`src/pkg/fpd_map.svh`:
```
// Constants for the floating-point instruction format decoder.
// Assumes a 32-bit instruction word supplied aligned by the fetch stage.
//
// What this block does
// - Decode five-bit and three-bit format codes.
// - Conversions take result format from function.
// - Unimplemented format raises reserved-instruction exception only for function codes that decode to a class.
// - Arith, move, compare: single, double, paired only.
// - Divide, root, estimates: single or double only.
// - Convert-to-double from single, word, long.
// - Convert-to-single from double, word, long.
// - Upper/lower extraction takes paired single only.
// - Convert to long/word from single/double only.
// - Directed-rounding conversions: single/double sources only.
// - Conditional moves at 17-19: single, double, paired.
// - Pair merges 44-47 take paired single only.
// - Four-register ops 4-7: single, double, paired.
// - Each instruction is one aligned 32-bit word.
// - Immediate form: opcode, base, register, offset fields.
// - Register form field positions fixed.
// - Destination register field depends on instruction.
// - Only opcode, format and function fields identify instruction.
// - Extended function splits into select and format.
`ifndef FPD_MAP_SVH
`define FPD_MAP_SVH

// ----------------------------------------
// Major opcodes (arbitrary defaults, placement fixed by core)
// ----------------------------------------
`define FPD_OPC_FPU 6'h11
`define FPD_OPC_FPUX 6'h13
`define FPD_OPC_LDW 6'h31
`define FPD_OPC_LDD 6'h35
`define FPD_OPC_STW 6'h39
`define FPD_OPC_STD 6'h3d

// ----------------------------------------
// Five-bit format codes
// ----------------------------------------
`define FPD_FMT_S 5'h10
`define FPD_FMT_D 5'h11
`define FPD_FMT_W 5'h14
`define FPD_FMT_L 5'h15
`define FPD_FMT_PS 5'h16
`define FPD_FMT_BC 5'h08

// ----------------------------------------
// Three-bit format codes
// ----------------------------------------
`define FPD_F3_S 3'h0
`define FPD_F3_D 3'h1
`define FPD_F3_W 3'h4
`define FPD_F3_L 3'h5
`define FPD_F3_PS 3'h6

// ----------------------------------------
// Function values
// ----------------------------------------
`define FPD_FN_ADD 6'h00
`define FPD_FN_SUB 6'h01
`define FPD_FN_MUL 6'h02
`define FPD_FN_DIV 6'h03
`define FPD_FN_SQUARE_ROOT 6'h04
`define FPD_FN_ABS 6'h05
`define FPD_FN_MOV 6'h06
`define FPD_FN_NEG 6'h07
`define FPD_FN_RND_LO 6'h08
`define FPD_FN_RND_HI 6'h0f
`define FPD_FN_MOVCC 6'h11
`define FPD_FN_MOVE_IF_GPR_ZERO 6'h12
`define FPD_FN_MOVE_IF_GPR_NONZERO 6'h13
`define FPD_FN_INV 6'h15
`define FPD_FN_INVRT 6'h16
`define FPD_FN_CVS 6'h20
`define FPD_FN_CVD 6'h21
`define FPD_FN_CVW 6'h24
`define FPD_FN_CVL 6'h25
`define FPD_FN_CVPL 6'h28
`define FPD_FN_PAIR_LO 6'h2c
`define FPD_FN_PAIR_HI 6'h2f
`define FPD_FN_CMP_LO 6'h30

// ----------------------------------------
// Four-register select values
// ----------------------------------------
`define FPD_OP4_FUSED_MUL_ADD 3'h4
`define FPD_OP4_NEG_MUL_SUBTRACT 3'h7

`endif

```
`src/pkg/fpd_pkg.sv`:
```
// Types shared by the format decoder and its bench.
// Assumes fpd_map.svh supplies the numeric encodings.
package fpd_pkg;

	typedef enum logic [2:0] {
		FPD_F_S,
		FPD_F_D,
		FPD_F_W,
		FPD_F_L,
		FPD_F_PS,
		FPD_F_RSV
	} fpd_fmt_t;

	typedef enum logic [3:0] {
		FPD_C_NONE,
		FPD_C_ARITH,
		FPD_C_SD_ONLY,
		FPD_C_CVT_D,
		FPD_C_CVT_S,
		FPD_C_CVT_PS_PART,
		FPD_C_CVT_FIX,
		FPD_C_MOVE_ON_CC,
		FPD_C_PAIR,
		FPD_C_FOUR_REG,
		FPD_C_MEM,
		FPD_C_BRANCH
	} fpd_class_t;

	typedef struct packed {
		logic valid;
		fpd_class_t op_class;
		logic [5:0] func;
		fpd_fmt_t src_fmt;
		fpd_fmt_t res_fmt;
		logic [4:0] dest_fpr;
		logic [4:0] src_a;
		logic [4:0] src_b;
		logic [4:0] base_reg;
		logic [15:0] offset;
		logic likely;
		logic cond_sense;
		logic rsv_exc;
	} fpd_dec_t;

endpackage

```
`src/logic/fpd_decoder.sv`:
```
// Floating-point instruction field and format decoder.
// Assumes one aligned 32-bit word per valid cycle from the issue stage.
`timescale 1ns/1ns
`default_nettype none
`include "fpd_map.svh"

module fpd_decoder (
	// Clock and reset
	input wire logic i_clk_sys,
	input wire logic i_rst_b,
	input wire logic i_ce,
	// Issue side
	input wire logic i_valid,
	input wire logic [31:0] i_instr,
	// Datapath and exception side
	output fpd_pkg::fpd_dec_t o_dec
);

	// ----------------------------------------
	// Format decode
	// ----------------------------------------
	function automatic fpd_pkg::fpd_fmt_t fmt5(input logic [4:0] c);
		case (c)
			`FPD_FMT_S: fmt5 = fpd_pkg::FPD_F_S;
			`FPD_FMT_D: fmt5 = fpd_pkg::FPD_F_D;
			`FPD_FMT_W: fmt5 = fpd_pkg::FPD_F_W;
			`FPD_FMT_L: fmt5 = fpd_pkg::FPD_F_L;
			`FPD_FMT_PS: fmt5 = fpd_pkg::FPD_F_PS;
			default: fmt5 = fpd_pkg::FPD_F_RSV;
		endcase
	endfunction

	function automatic fpd_pkg::fpd_fmt_t short_operand_format(input logic [2:0] c);
		case (c)
			`FPD_F3_S: short_operand_format = fpd_pkg::FPD_F_S;
			`FPD_F3_D: short_operand_format = fpd_pkg::FPD_F_D;
			`FPD_F3_W: short_operand_format = fpd_pkg::FPD_F_W;
			`FPD_F3_L: short_operand_format = fpd_pkg::FPD_F_L;
			`FPD_F3_PS: short_operand_format = fpd_pkg::FPD_F_PS;
			default: short_operand_format = fpd_pkg::FPD_F_RSV;
		endcase
	endfunction

	function automatic logic is_sd(input fpd_pkg::fpd_fmt_t f);
		is_sd = (f == fpd_pkg::FPD_F_S) || (f == fpd_pkg::FPD_F_D);
	endfunction

	function automatic logic is_sdp(input fpd_pkg::fpd_fmt_t f);
		is_sdp = is_sd(f) || (f == fpd_pkg::FPD_F_PS);
	endfunction

	// ----------------------------------------
	// Field extraction
	// ----------------------------------------
	logic [5:0] opc;
	logic [4:0] fmt_code;
	logic [4:0] reg_t;
	logic [4:0] reg_s;
	logic [4:0] reg_d;
	logic [5:0] func;
	logic [2:0] op4;
	logic [2:0] f3;

	assign opc = i_instr[31:26];
	assign fmt_code = i_instr[25:21];
	assign reg_t = i_instr[20:16];
	assign reg_s = i_instr[15:11];
	assign reg_d = i_instr[10:6];
	assign func = i_instr[5:0];
	assign op4 = i_instr[5:3];
	assign f3 = i_instr[2:0];

	// ----------------------------------------
	// Classification and validity
	// ----------------------------------------
	// Identification looks only at opcode, format and function fields;
	// register and offset fields feed the outputs only.
	fpd_pkg::fpd_dec_t dec_nxt;
	fpd_pkg::fpd_fmt_t sf;
	logic ok;

	always_comb begin
		dec_nxt = '0;
		dec_nxt.valid = i_valid;
		dec_nxt.func = func;
		sf = fmt5(fmt_code);
		ok = 1'b0;
		dec_nxt.op_class = fpd_pkg::FPD_C_NONE;
		dec_nxt.src_a = reg_s;
		dec_nxt.src_b = reg_t;
		dec_nxt.dest_fpr = reg_d;
		case (opc)
			`FPD_OPC_FPU: begin
				if (fmt_code == `FPD_FMT_BC) begin
					dec_nxt.op_class = fpd_pkg::FPD_C_BRANCH;
					dec_nxt.likely = i_instr[17];
					dec_nxt.cond_sense = i_instr[16];
					dec_nxt.offset = i_instr[15:0];
					dec_nxt.dest_fpr = 5'h0_0;
					ok = 1'b1;
				end else if (func == `FPD_FN_ADD || func == `FPD_FN_SUB ||
						func == `FPD_FN_MUL || func == `FPD_FN_ABS ||
						func == `FPD_FN_MOV || func == `FPD_FN_NEG ||
						func >= `FPD_FN_CMP_LO) begin
					dec_nxt.op_class = fpd_pkg::FPD_C_ARITH;
					ok = is_sdp(sf);
					if (func >= `FPD_FN_CMP_LO) begin
						dec_nxt.dest_fpr = 5'h0_0;
					end
				end else if (func == `FPD_FN_DIV || func == `FPD_FN_SQUARE_ROOT ||
						func == `FPD_FN_INV || func == `FPD_FN_INVRT) begin
					dec_nxt.op_class = fpd_pkg::FPD_C_SD_ONLY;
					ok = is_sd(sf);
				end else if (func >= `FPD_FN_MOVCC && func <= `FPD_FN_MOVE_IF_GPR_NONZERO) begin
					dec_nxt.op_class = fpd_pkg::FPD_C_MOVE_ON_CC;
					dec_nxt.cond_sense = i_instr[16];
					ok = is_sdp(sf);
				end else if (func >= `FPD_FN_PAIR_LO && func <= `FPD_FN_PAIR_HI) begin
					dec_nxt.op_class = fpd_pkg::FPD_C_PAIR;
					ok = (sf == fpd_pkg::FPD_F_PS);
				end else if (func == `FPD_FN_CVD) begin
					dec_nxt.op_class = fpd_pkg::FPD_C_CVT_D;
					ok = (sf == fpd_pkg::FPD_F_S) || (sf == fpd_pkg::FPD_F_W) ||
						(sf == fpd_pkg::FPD_F_L);
				end else if (func == `FPD_FN_CVS && sf != fpd_pkg::FPD_F_PS) begin
					dec_nxt.op_class = fpd_pkg::FPD_C_CVT_S;
					ok = (sf == fpd_pkg::FPD_F_D) || (sf == fpd_pkg::FPD_F_W) ||
						(sf == fpd_pkg::FPD_F_L);
				end else if (func == `FPD_FN_CVS || func == `FPD_FN_CVPL) begin
					dec_nxt.op_class = fpd_pkg::FPD_C_CVT_PS_PART;
					ok = (sf == fpd_pkg::FPD_F_PS);
				end else if (func == `FPD_FN_CVW || func == `FPD_FN_CVL ||
						(func >= `FPD_FN_RND_LO && func <= `FPD_FN_RND_HI)) begin
					dec_nxt.op_class = fpd_pkg::FPD_C_CVT_FIX;
					ok = is_sd(sf);
				end
				dec_nxt.src_fmt = sf;
				// Conversions name their result; others keep operand format
				case (dec_nxt.op_class)
					fpd_pkg::FPD_C_CVT_D: dec_nxt.res_fmt = fpd_pkg::FPD_F_D;
					fpd_pkg::FPD_C_CVT_S,
					fpd_pkg::FPD_C_CVT_PS_PART: dec_nxt.res_fmt = fpd_pkg::FPD_F_S;
					fpd_pkg::FPD_C_CVT_FIX: begin
						if (func == `FPD_FN_CVL || func[2] == 1'b0) begin
							dec_nxt.res_fmt = fpd_pkg::FPD_F_L;
						end else begin
							dec_nxt.res_fmt = fpd_pkg::FPD_F_W;
						end
					end
					default: dec_nxt.res_fmt = sf;
				endcase
			end
			`FPD_OPC_FPUX: begin
				sf = short_operand_format(f3);
				dec_nxt.src_fmt = sf;
				dec_nxt.res_fmt = sf;
				dec_nxt.base_reg = fmt_code;
				if (op4 >= `FPD_OP4_FUSED_MUL_ADD && op4 <= `FPD_OP4_NEG_MUL_SUBTRACT) begin
					dec_nxt.op_class = fpd_pkg::FPD_C_FOUR_REG;
					ok = is_sdp(sf);
				end
			end
			`FPD_OPC_LDW, `FPD_OPC_LDD, `FPD_OPC_STW, `FPD_OPC_STD: begin
				dec_nxt.op_class = fpd_pkg::FPD_C_MEM;
				dec_nxt.base_reg = fmt_code;
				dec_nxt.offset = i_instr[15:0];
				dec_nxt.dest_fpr = reg_t;
				dec_nxt.src_a = 5'h0_0;
				dec_nxt.src_b = reg_t;
				ok = 1'b1;
			end
			default: begin
				ok = 1'b0;
			end
		endcase
		// Reserved formats fail is_sd/is_sdp, so they land here as well
		dec_nxt.rsv_exc = i_valid && (dec_nxt.op_class != fpd_pkg::FPD_C_NONE) &&
			!ok;
	end

	// ----------------------------------------
	// Output register
	// ----------------------------------------
	// One word per cycle, no alignment check: fetch guarantees it.
	always_ff @(posedge i_clk_sys or negedge i_rst_b) begin
		if (!i_rst_b) begin
			o_dec <= '0;
		end else if (i_ce) begin
			o_dec <= dec_nxt;
		end
	end

endmodule
`default_nettype wire

```
`config.mk`:
```
export PLATFORM = sky130hd
export DESIGN_NAME = fpd_decoder
export DESIGN_NICKNAME = d
export VERILOG_FILES = /design/src/pkg/fpd_pkg.sv /design/src/logic/fpd_decoder.sv
export VERILOG_INCLUDE_DIRS = /design/src /design/src/pkg
export SDC_FILE = /design/constraint.sdc
export NUM_CORES = 1
export LEC_CHECK = 0
export BUFFER_PORTS_ARGS = -buffer_cell sky130_fd_sc_hd__buf_4
export CORE_MARGIN = 8
export CORE_UTILIZATION = 25
export CTS_BUF_LIST = sky130_fd_sc_hd__clkbuf_16
export DETAILED_ROUTE_END_ITERATION = 12
export MAX_ROUTING_LAYER = met4
export PLACE_DENSITY = 0.47
export SYNTH_ARGS = -nofsm -noshare
export SYNTH_HDL_FRONTEND = slang
export SYNTH_SLANG_ARGS = --single-unit
```
`constraint.sdc`:
```
create_clock -name i_clk_sys -period 2 [get_ports i_clk_sys]
set_clock_uncertainty 0.05 [all_clocks]
set_input_delay 0.3 -clock i_clk_sys [delete_from_list [all_inputs] [get_ports i_clk_sys]]
set_output_delay 0.3 -clock i_clk_sys [all_outputs]
set_load 0.01 [all_outputs]
```
==> results of run 1 <==
-- cell families after synthesis --
group                  after synthesis
flip-flops                          56
AND/OR/NAND/NOR                    103
AO/OA/AOI/OAI                       91
buffers and inverters               38
multiplexers                         9
-- routing by layer --
layer	wire [um]	part of all wire	GRT usage	vias up
met5	0	0	-	-
met3	669	0.067	0.0393	6
li1	-	-	-	1335
met2	4470	0.45	0.204	74
met1	4790	0.48	0.183	1342
met4	59	0.0059	0.0203	0
-- through the flow --
step	instance area [um2]	setup WS (ns)	utilization
floorplan	2860	0.128	-
global placement	3990	-0.113	0.353
detailed placement	3990	-0.150	0.353
CTS	4160	0.171	0.368
global route	4160	0.0697	0.368
finish	4160	0.137	0.368
-- worst min-delay path by stage --
stage | startpoint | to | slack [ns] | depth (start not counted)
6_report | i_rst_b | o_dec[17]$_DFFE_PN0P_ | 0.01 | 1
3_5_place_dp | i_rst_b | o_dec[17]$_DFFE_PN0P_ | 0.36 | 1
5_1_grt | i_rst_b | o_dec[17]$_DFFE_PN0P_ | 0.07 | 1
3_3_place_gp | i_rst_b | o_dec[17]$_DFFE_PN0P_ | 0.36 | 1
4_1_cts | i_rst_b | o_dec[17]$_DFFE_PN0P_ | 0.04 | 1
2_1_floorplan | i_rst_b | o_dec[0]$_DFFE_PN0P_ | -0.05 | 0
-- synthesized netlist by cell type (2+ instances only) --
cell type and count:
mux2_2 7, o21ai_0 14, and3b_1 2, a31oi_1 3, and2_1 4, a2bb2oi_1 2, buf_2 6, o2bb2ai_1 24
nand3_1 2, and3_1 4, a21oi_1 11, o32ai_1 2, nor3b_1 2, nor2_1 25, or2_2 2, nor2b_1 6
mux2i_1 2, a22o_1 7, o31a_1 2, dfrtp_1 56, a311oi_1 2, clkbuf_1 15, a211o_1 3, o2111ai_1 2
o211ai_1 4, nand2_1 36, a2111oi_0 3, inv_1 16, nor4b_1 3, nand2b_1 5, a221oi_1 5, nor3_1 3
nand4_1 3
-- final cells by class --
| cell class | instances | area, um2 | share of cell area |
|---|---|---|---|
| flip-flops and latches | 56 | 1400 | 0.337 |
| repair buffers | 139 | 1040 | 0.251 |
| inverters | 16 | 60.1 | 0.0144 |
| multi-input cells | 203 | 1310 | 0.314 |
| well taps | 143 | 179 | 0.0430 |
| clock inverters | 3 | 46.3 | 0.0111 |
| clock buffers | 5 | 125 | 0.0301 |
-- power breakdown --
group          switching, W  internal, W  leakage (nW)
combinational      0.000266     0.000251          1.19
sequential        0.0000362      0.00119         0.727
clock              0.000445     0.000599        0.0857
==> impl_metrics.csv, run 1 <==
group,metric,value,unit
status,outcome,"completed",
sta,setup-violations-final,0,
sta,max_slew_margin,0.510,
setup_path,worst-endpoint-arrival,1.98,ns
floorplan,io-pin-count,92,
sta,layout_worst_path_cycle_share,0.931,
finish,layout_common_cells,"buf_4 (139), dfrtp_1 (56), nand2_1 (36)",
finish,largest_register_ffs,56,
place,numPlacedInstances,557,
clock_network,cts_max_level,2,
finish,drive_above_1_share,0.370,
run,cap_violations,0,
finish,nets,457,
finish,reg.largest.list,"o_dec (56)",
yosys,synth_top_family_by_area,"compound AO/OA/AOI/OAI gates",
clock_network,hold_buffers,0,
place,i_o_buffers,91,
clock_network,cts_max_path_buffers,2,
setup_path,worstSetupEndpoint,"o_dec[41]$_DFFE_PN0P_",
yosys,syn_area_per_cell,9.64,um2
setup_path,crit_fanout,6,
place,dp.final_hpwl,7.79,mm
yosys,synth_async_sr_flop_share,1.00,
yosys,synth.ff_latch_count,56,
yosys,complex_gate_fraction_of_the_synthesized_area,0.242,
floorplan,die-width,123,um
yosys,synth_top_flop_cell,"dfrtp_1",
detailed_routing,drt_first_pass_iters,4,
sta,worst_slew_pin_slew,0.734,ns
clock_network,clock_sinks,56,
sta,max_freq,537,MHz
setup_path,worst_setup_path_startpoint,"i_instr[1]",
detailed_routing,dr.first_iter.drc_count,149,
yosys,yosys.area.top_type,"dfrtp_1",
detailed_routing,wl_per_cell,17.7,um
clock_network,cts_setup_buffers,0,
yosys,count_of_flip_flops_with_a_built_in_enable_after_synthesis,0,
yosys,multiplexer_share_of_the_synthesized_area,0.0345,
sta,final-hold-violation-count,0,
finish,antenna_cells_inserted,0,
floorplan,floorplan.core_area,0.0113,mm2
setup_path,crit_path_end_kind,"flip-flop",
setup_path,worst-r2r-cell-count,4,
sta,timing.final.crit_period,1.86,ns
floorplan,die_area,0.0151,mm2
sta,slew_viol_final,0,
yosys,synth-seq-area-share,0.490,
setup_path,critical_path_class,"in2reg",
hold_path,worst_hold_path_type,"in2async",
yosys,synthesis.area,0.00286,mm2
sta,worst_hold_slack,0.0106,ns
power,fin_total_pwr,0.00279,W
detailed_routing,routed_via_density,4.88,
clock_network,clkTransAtPathRegs,0.08,ns
detailed_routing,routed_wirelength,9.99,mm
yosys,ys_top_cells_by_area,"dfrtp_1 (49%), o2bb2ai_1 (7.3%), nand2_1 (4.7%), nor2_1 (3.3%), mux2_2 (2.8%)",
grt,globalRoute.totalOverflow,0,
setup_path,cp.depth,6,
setup_path,worst_r2r_startpoint,"o_dec[39]$_DFFE_PN0P_",
grt,first_global_vias,2870,
power,p_leak,2.00,nW
floorplan,floorplan.initialDensity,0.253,
finish,fillerInstances,1209,
clock_network,cts_root_buf,"clkbuf_16",
place,place.gp.congestion,0.837,
yosys,synthDominantCellAreaShare,0.490,
setup_path,worst_path_required_time,2.11,ns
sta,rsz0062_at_grt,"no",
clock_network,worst_skew_pair.late_latency,0.29,ns
yosys,total_of_warnings_raised_by_yosys,0,
setup_path,crit_path_cell_trace,"buf_4 -> or4b_1 -> a31o_1 -> a211o_1 -> mux2i_1 -> o221ai_1",
power,powerDensity,670,mW/mm2
setup_path,reg2reg_to,"o_dec[39]$_DFFE_PN0P_",
setup_path,cp.buffers_inverters,1,
setup_path,cpPeakStageDelay,0.51,ns
setup_path,critPathTopFamily,"compound AO/OA/AOI/OAI gates",
floorplan,chipHeight,123,um
finish,layout_commonest_cell,"buf_4",
yosys,synth_nets,333,
setup_path,worst_setup_path_start_kind,"primary input",
yosys,synth_cell_types,47,
finish,final_non_filler_cells,565,
floorplan,std_cell_rows,39,
detailed_routing,drc_errors,0,
grt,number_of_antenna_violations_at_the_first_check_in_global_routing,0,
finish,register_with_the_highest_flop_count,"o_dec",
grt,grt_max_degree,57,
detailed_routing,final_antenna_net_count,0,
setup_path,timing.critical_path.slowest_stage_cell,"or4b_1",
clock_network,tritoncts_clock_tree,"done",
yosys,post_synth_fa_ha_maj_area_fraction,0,
clock_network,numCtsBuffers,5,
finish,area_overhead_of_the_layout_relative_to_synthesis,45.4,%
grt,groute.usage.overall,0.136,
power,peakVddDrop,0.000397,V
grt,first_pass_grt_wire_length,15.8,mm
yosys,synth_simple_gate_area_share,0.181,
yosys,post_synth_inst_count,297,
setup_path,reg2reg_setup_slack,0.94,ns
sta,final.setup.tns,0,ns
clock_network,post_cts_resized,0,
yosys,xor_and_xnor_area_share_after_synthesis,0,
detailed_routing,dr_total_vias,2757,
No activity file was read; power rests on OpenSTA's default activity.
==> run 2: changes to the inputs <==
Settings changed: CORE_UTILIZATION 25 to 55, MAX_ROUTING_LAYER met4 to default, PLACE_DENSITY 0.47 to 0.87.
==> impl_metrics.csv, run 2 (synthesis gave the netlist of run 1 again) <==
group,metric,value,unit
status,outcome,"completed",
floorplan,floorplan.initialDensity,0.564,
sta,slew_viol_final,0,
floorplan,floorplan.core_area,0.00507,mm2
finish,final_util,0.785,
place,place.gp.congestion,0.931,
sta,worst_slew_pin_slew,0.687,ns
finish,fin_area,0.00398,mm2
place,placed_area,0.00383,mm2
sta,timing.final.crit_period,1.87,ns
place,pre_cts_ws,-0.105,ns
floorplan,chipHeight,88.1,um
clock_network,cts_root_buf,"clkbuf_16",
grt,number_of_antenna_violations_at_the_first_check_in_global_routing,0,
finish,layout_commonest_cell,"buf_4",
clock_network,cts_max_level,2,
setup_path,critical_path_class,"in2reg",
clock_network,numCtsBuffers,5,
detailed_routing,routed_via_density,5.94,
setup_path,reg2reg_setup_slack,0.89,ns
clock_network,clkTransAtPathRegs,0.07,ns
finish,antenna_cells_inserted,0,
sta,layout_worst_path_cycle_share,0.934,
grt,first_pass_grt_wire_length,14.2,mm
setup_path,worst-endpoint-arrival,2.03,ns
floorplan,std_cell_rows,26,
finish,final_non_filler_cells,478,
sta,post-route-worst-setup-slack,0.131,ns
hold_path,worst_hold_path_type,"in2async",
finish,fillerInstances,363,
floorplan,die_area,0.00777,mm2
clock_network,worst_skew_pair.late_latency,0.29,ns
floorplan,die-width,88.1,um
run,cap_violations,0,
sta,final-hold-violation-count,0,
sta,max_slew_margin,0.542,
clock_network,post_cts_resized,0,
detailed_routing,drc_errors,0,
grt,grt_max_degree,57,
sta,worst_hold_slack,0.00123,ns
finish,register_with_the_highest_flop_count,"o_dec",
clock_network,hold_buffers,0,
detailed_routing,final_antenna_net_count,0,
setup_path,worst_setup_path_start_kind,"primary input",
power,cellInternalPower,0.00190,W
place,dp.final_hpwl,6.54,mm
setup_path,worst_setup_path_startpoint,"i_instr[1]",
finish,nets,443,
floorplan,io-pin-count,92,
clock_network,cts_setup_buffers,0,
grt,groute.usage.overall,0.234,
finish,area_overhead_of_the_layout_relative_to_synthesis,39.1,%
finish,drive_above_1_share,0.348,
clock_network,clock_sinks,56,
detailed_routing,wl_per_cell,18.7,um
detailed_routing,routed_wirelength,8.94,mm
detailed_routing,drt_first_pass_iters,5,
power,combPwrFrac,0.194,
power,p_leak,1.93,nW
setup_path,worstSetupEndpoint,"o_dec[39]$_DFFE_PN0P_",
power,clkPwrFrac,0.333,
detailed_routing,dr_total_vias,2837,
setup_path,worst_r2r_startpoint,"o_dec[39]$_DFFE_PN0P_",
setup_path,crit_fanout,5,
clock_network,cts_max_path_buffers,2,
setup_path,worst-r2r-cell-count,4,
setup_path,worst_path_required_time,2.16,ns
sta,max_freq,535,MHz
grt,first_global_vias,2850,
place,i_o_buffers,91,
grt,globalRoute.totalOverflow,0,
finish,reg.largest.list,"o_dec (56)",
detailed_routing,dr.first_iter.drc_count,320,
clock_network,tritoncts_clock_tree,"done",
place,numPlacedInstances,470,
finish,layout_common_cells,"buf_4 (122), dfrtp_1 (56), nand2_1 (36)",
power,power_switching_share,0.269,
power,peakVddDrop,0.000598,V
power,sw_pwr,0.000700,W
sta,setup-violations-final,0,
power,register_share_of_total_power,0.473,
setup_path,crit_path_end_kind,"flip-flop",
power,powerDensity,653,mW/mm2
finish,largest_register_ffs,56,
setup_path,reg2reg_to,"o_dec[39]$_DFFE_PN0P_",
-- run 2: changes by cell type in the layout (fill, tap and decap cells not counted) --
cell and delta:
buf_12 +3, inv_8 -1, inv_1 +1, buf_4 -17
nor4bb_2 +1, nor4bb_1 -1, inv_6 +1, bufinv_16 -1
-- run 2: final cells by class --
class | instances | area [um2] | area share
multi-input cells | 203 | 1310 | 0.330
flip-flops and latches | 56 | 1400 | 0.352
repair buffers | 125 | 976 | 0.245
inverters | 16 | 60.1 | 0.0151
clock inverters | 3 | 17.5 | 0.00440
well taps | 70 | 87.6 | 0.0220
clock buffers | 5 | 125 | 0.0314
-- run 2: critical path: stages --
cell and delay (ns):
buf_4 0.12, or4b_1 0.52, a31o_1 0.25, a211o_1 0.36, mux2i_1 0.26, a2bb2oi_1 0.21
-- run 2: worst min path at each step --
stage	startpoint	end	slack, ns	cells after the start
2_1_floorplan	i_rst_b	o_dec[0]$_DFFE_PN0P_	-0.05	0
3_3_place_gp	i_rst_b	o_dec[7]$_DFFE_PN0P_	0.33	1
3_5_place_dp	i_rst_b	o_dec[48]$_DFFE_PN0P_	0.34	1
4_1_cts	i_rst_b	o_dec[6]$_DFFE_PN0P_	0.03	1
5_1_grt	i_rst_b	o_dec[48]$_DFFE_PN0P_	0.06	1
6_report	i_rst_b	o_dec[5]$_DFFE_PN0P_	0.001	1
-- run 2: metrics by stage --
step           total power, W    TNS, ns
2_1_floorplan         0.00146          0
3_3_place_gp          0.00174    -0.0956
3_5_place_dp          0.00175     -0.177
4_1_cts               0.00261          0
5_1_grt               0.00270  -0.000319
6_report              0.00260          0
-- run 2: power groups by stage --
stage	sequential (W)	combinational, W	clock (W)
after floorplan	0.00127	0.000189	0
after global placement	0.00125	0.000490	0
after detailed placement	0.00125	0.000502	0
after CTS	0.00123	0.000505	0.000874
after global routing	0.00124	0.000549	0.000920
final	0.00123	0.000505	0.000865
-- run 2: routing by layer --
layer,global-route usage,part of all wire,up-vias
li1,-,-,1306
met1,0.299,0.42,1385
met2,0.387,0.50,135
met3,0.0478,0.068,11
met4,0.0691,0.015,0
met5,0,0,-
==> run 3: changes to the inputs <==
Settings changed: CORE_UTILIZATION 55 to 51, PLACE_DENSITY 0.87 to 0.82.
Clock period 2 ns to 1.8 ns, I/O delays scaled along.
==> impl_metrics.csv, run 3 (synthesis gave the netlist of run 1 again) <==
group,metric,value,unit
status,outcome,"completed",
floorplan,chipHeight,90.9,um
detailed_routing,final_antenna_net_count,0,
setup_path,worst_path_required_time,1.97,ns
clock_network,numCtsBuffers,5,
power,power_switching_share,0.270,
sta,slew_viol_final,0,
clock_network,worst_skew_pair.late_latency,0.29,ns
hold_path,holdCritStartpoint,"i_ce",
power,sw_pwr,0.000788,W
sta,rsz0062_at_grt,"yes",
power,peakVddDrop,0.000547,V
grt,number_of_antenna_violations_at_the_first_check_in_global_routing,0,
power,fin_total_pwr,0.00292,W
hold_path,worst_hold_path_type,"in2reg",
detailed_routing,drc_errors,0,
setup_path,reg2reg_to,"o_dec[39]$_DFFE_PN0P_",
place,numPlacedInstances,486,
floorplan,std_cell_rows,27,
setup_path,reg2reg_setup_slack,0.78,ns
power,clkPwrFrac,0.331,
finish,area_overhead_of_the_layout_relative_to_synthesis,43.6,%
sta,setup-violations-final,0,
power,register_share_of_total_power,0.467,
floorplan,io-pin-count,92,
detailed_routing,drt_first_pass_iters,4,
setup_path,crit_fanout,5,
clock_network,clkTransAtPathRegs,0.07,ns
finish,layout_common_cells,"buf_4 (134), dfrtp_1 (56), nand2_1 (36)",
power,cellInternalPower,0.00213,W
finish,drive_above_1_share,0.376,
power,p_leak,2.01,nW
grt,groute.usage.overall,0.218,
setup_path,critical_path_class,"in2reg",
finish,antenna_cells_inserted,0,
grt,grt_max_degree,57,
detailed_routing,wl_per_cell,18.1,um
hold_path,hold-path-endpoint,"o_dec[52]$_DFFE_PN0P_",
setup_path,worst-r2r-cell-count,4,
clock_network,clock_sinks,56,
finish,nets,458,
grt,first_pass_grt_wire_length,15.0,mm
sta,max_freq,578,MHz
power,powerDensity,710,mW/mm2
detailed_routing,routed_via_density,5.75,
sta,post-route-worst-setup-slack,0.0689,ns
run,cap_violations,0,
finish,fillerInstances,388,
detailed_routing,routed_wirelength,8.98,mm
sta,timing.final.crit_period,1.73,ns
place,i_o_buffers,91,
sta,final-hold-violation-count,0,
finish,largest_register_ffs,56,
detailed_routing,dr.first_iter.drc_count,150,
finish,register_with_the_highest_flop_count,"o_dec",
setup_path,worst_setup_path_start_kind,"primary input",
grt,globalRoute.totalOverflow,0,
clock_network,cts_max_level,2,
power,combPwrFrac,0.201,
setup_path,cpPeakStageDelay,0.53,ns
sta,layout_worst_path_cycle_share,0.962,
sta,final.setup.tns,0,ns
grt,first_global_vias,2967,
detailed_routing,dr_total_vias,2844,
finish,seqCellArea,0.00140,mm2
sta,worst_slew_pin_slew,0.693,ns
place,placed_area,0.00394,mm2
floorplan,die-width,90.9,um
setup_path,crit_path_cell_trace,"buf_8 -> or4bb_4 -> a31o_1 -> a211o_1 -> mux2i_2 -> a2bb2oi_1",
floorplan,floorplan.core_area,0.00547,mm2
hold_path,whs_path_depth,2,
finish,final_non_filler_cells,495,
finish,layout_commonest_cell,"buf_4",
clock_network,tritoncts_clock_tree,"done",
floorplan,die_area,0.00827,mm2
place,dp.final_hpwl,6.76,mm
setup_path,worst-endpoint-arrival,1.90,ns
finish,multiInputGateArea,0.00132,mm2
sta,max_slew_margin,0.538,
clock_network,cts_max_path_buffers,2,
place,pre_cts_ws,-0.238,ns
finish,reg.largest.list,"o_dec (56)",
finish,fin_area,0.00411,mm2
floorplan,floorplan.initialDensity,0.523,
setup_path,crit_path_end_kind,"flip-flop",
clock_network,cts_root_buf,"clkbuf_16",
setup_path,timing.critical_path.slowest_stage_cell,"or4bb_4",
place,place.gp.congestion,0.906,
setup_path,worst_r2r_startpoint,"o_dec[39]$_DFFE_PN0P_",
run 3: critical path, delay by kind of cell:
family | cells | cell delay [ns]
buf+inv | 1 | 0.10
simple gates | 1 | 0.53
compound gates | 3 | 0.79
mux | 1 | 0.20
run 3: worst max path at each step:
stage / startpoint / to / slack (ns)
3_3_place_gp: i_instr[1] / o_dec[41]$_DFFE_PN0P_ / -0.22
2_1_floorplan: i_instr[1] / o_dec[41]$_DFFE_PN0P_ / 0.01
6_report: i_instr[3] / o_dec[39]$_DFFE_PN0P_ / 0.07
3_5_place_dp: i_instr[1] / o_dec[41]$_DFFE_PN0P_ / -0.24
5_1_grt: i_instr[3] / o_dec[41]$_DFFE_PN0P_ / -0.03
4_1_cts: i_instr[1] / o_dec[41]$_DFFE_PN0P_ / 0.06
run 3: metal layers:
layer  GRT usage  vias up  share of wire
li1            -     1337              -
met3      0.0540       11          0.061
met5           0        -              0
met2       0.349       95           0.48
met4      0.0600        0          0.012
met1       0.286     1401           0.45
run 3: power groups by stage:
stage	registers (W)	clock network [W]	logic, W
2_1_floorplan	0.00142	0	0.000213
3_3_place_gp	0.00138	0	0.000568
3_5_place_dp	0.00139	0	0.000580
4_1_cts	0.00136	0.000972	0.000584
5_1_grt	0.00137	0.00103	0.000640
6_report	0.00136	0.000967	0.000587
run 3: what timing repair did:
action	4_1_cts	5_1_grt
setup endpoints to repair	0	2
hold endpoints to repair	20	0
gates resized for setup	0	6
hold buffers	1	0
buffers inserted	0	0
run 3: through the flow:
step	util	hold WS (ns)
3_3_place_gp	0.719	0.298
3_5_place_dp	0.719	0.308
5_1_grt	0.751	0.173
6_report	0.751	0.168
2_1_floorplan	-	-0.0756
4_1_cts	0.747	0.168
run 3: area by class of cell:
class | count | share of cell area
tap | 72 | 0.0219
timing repair buffer | 140 | 0.266
sequential | 56 | 0.341
clock buffer | 5 | 0.0304
inverter | 16 | 0.0146
multi-input combinational | 203 | 0.322
clock inverter | 3 | 0.00426
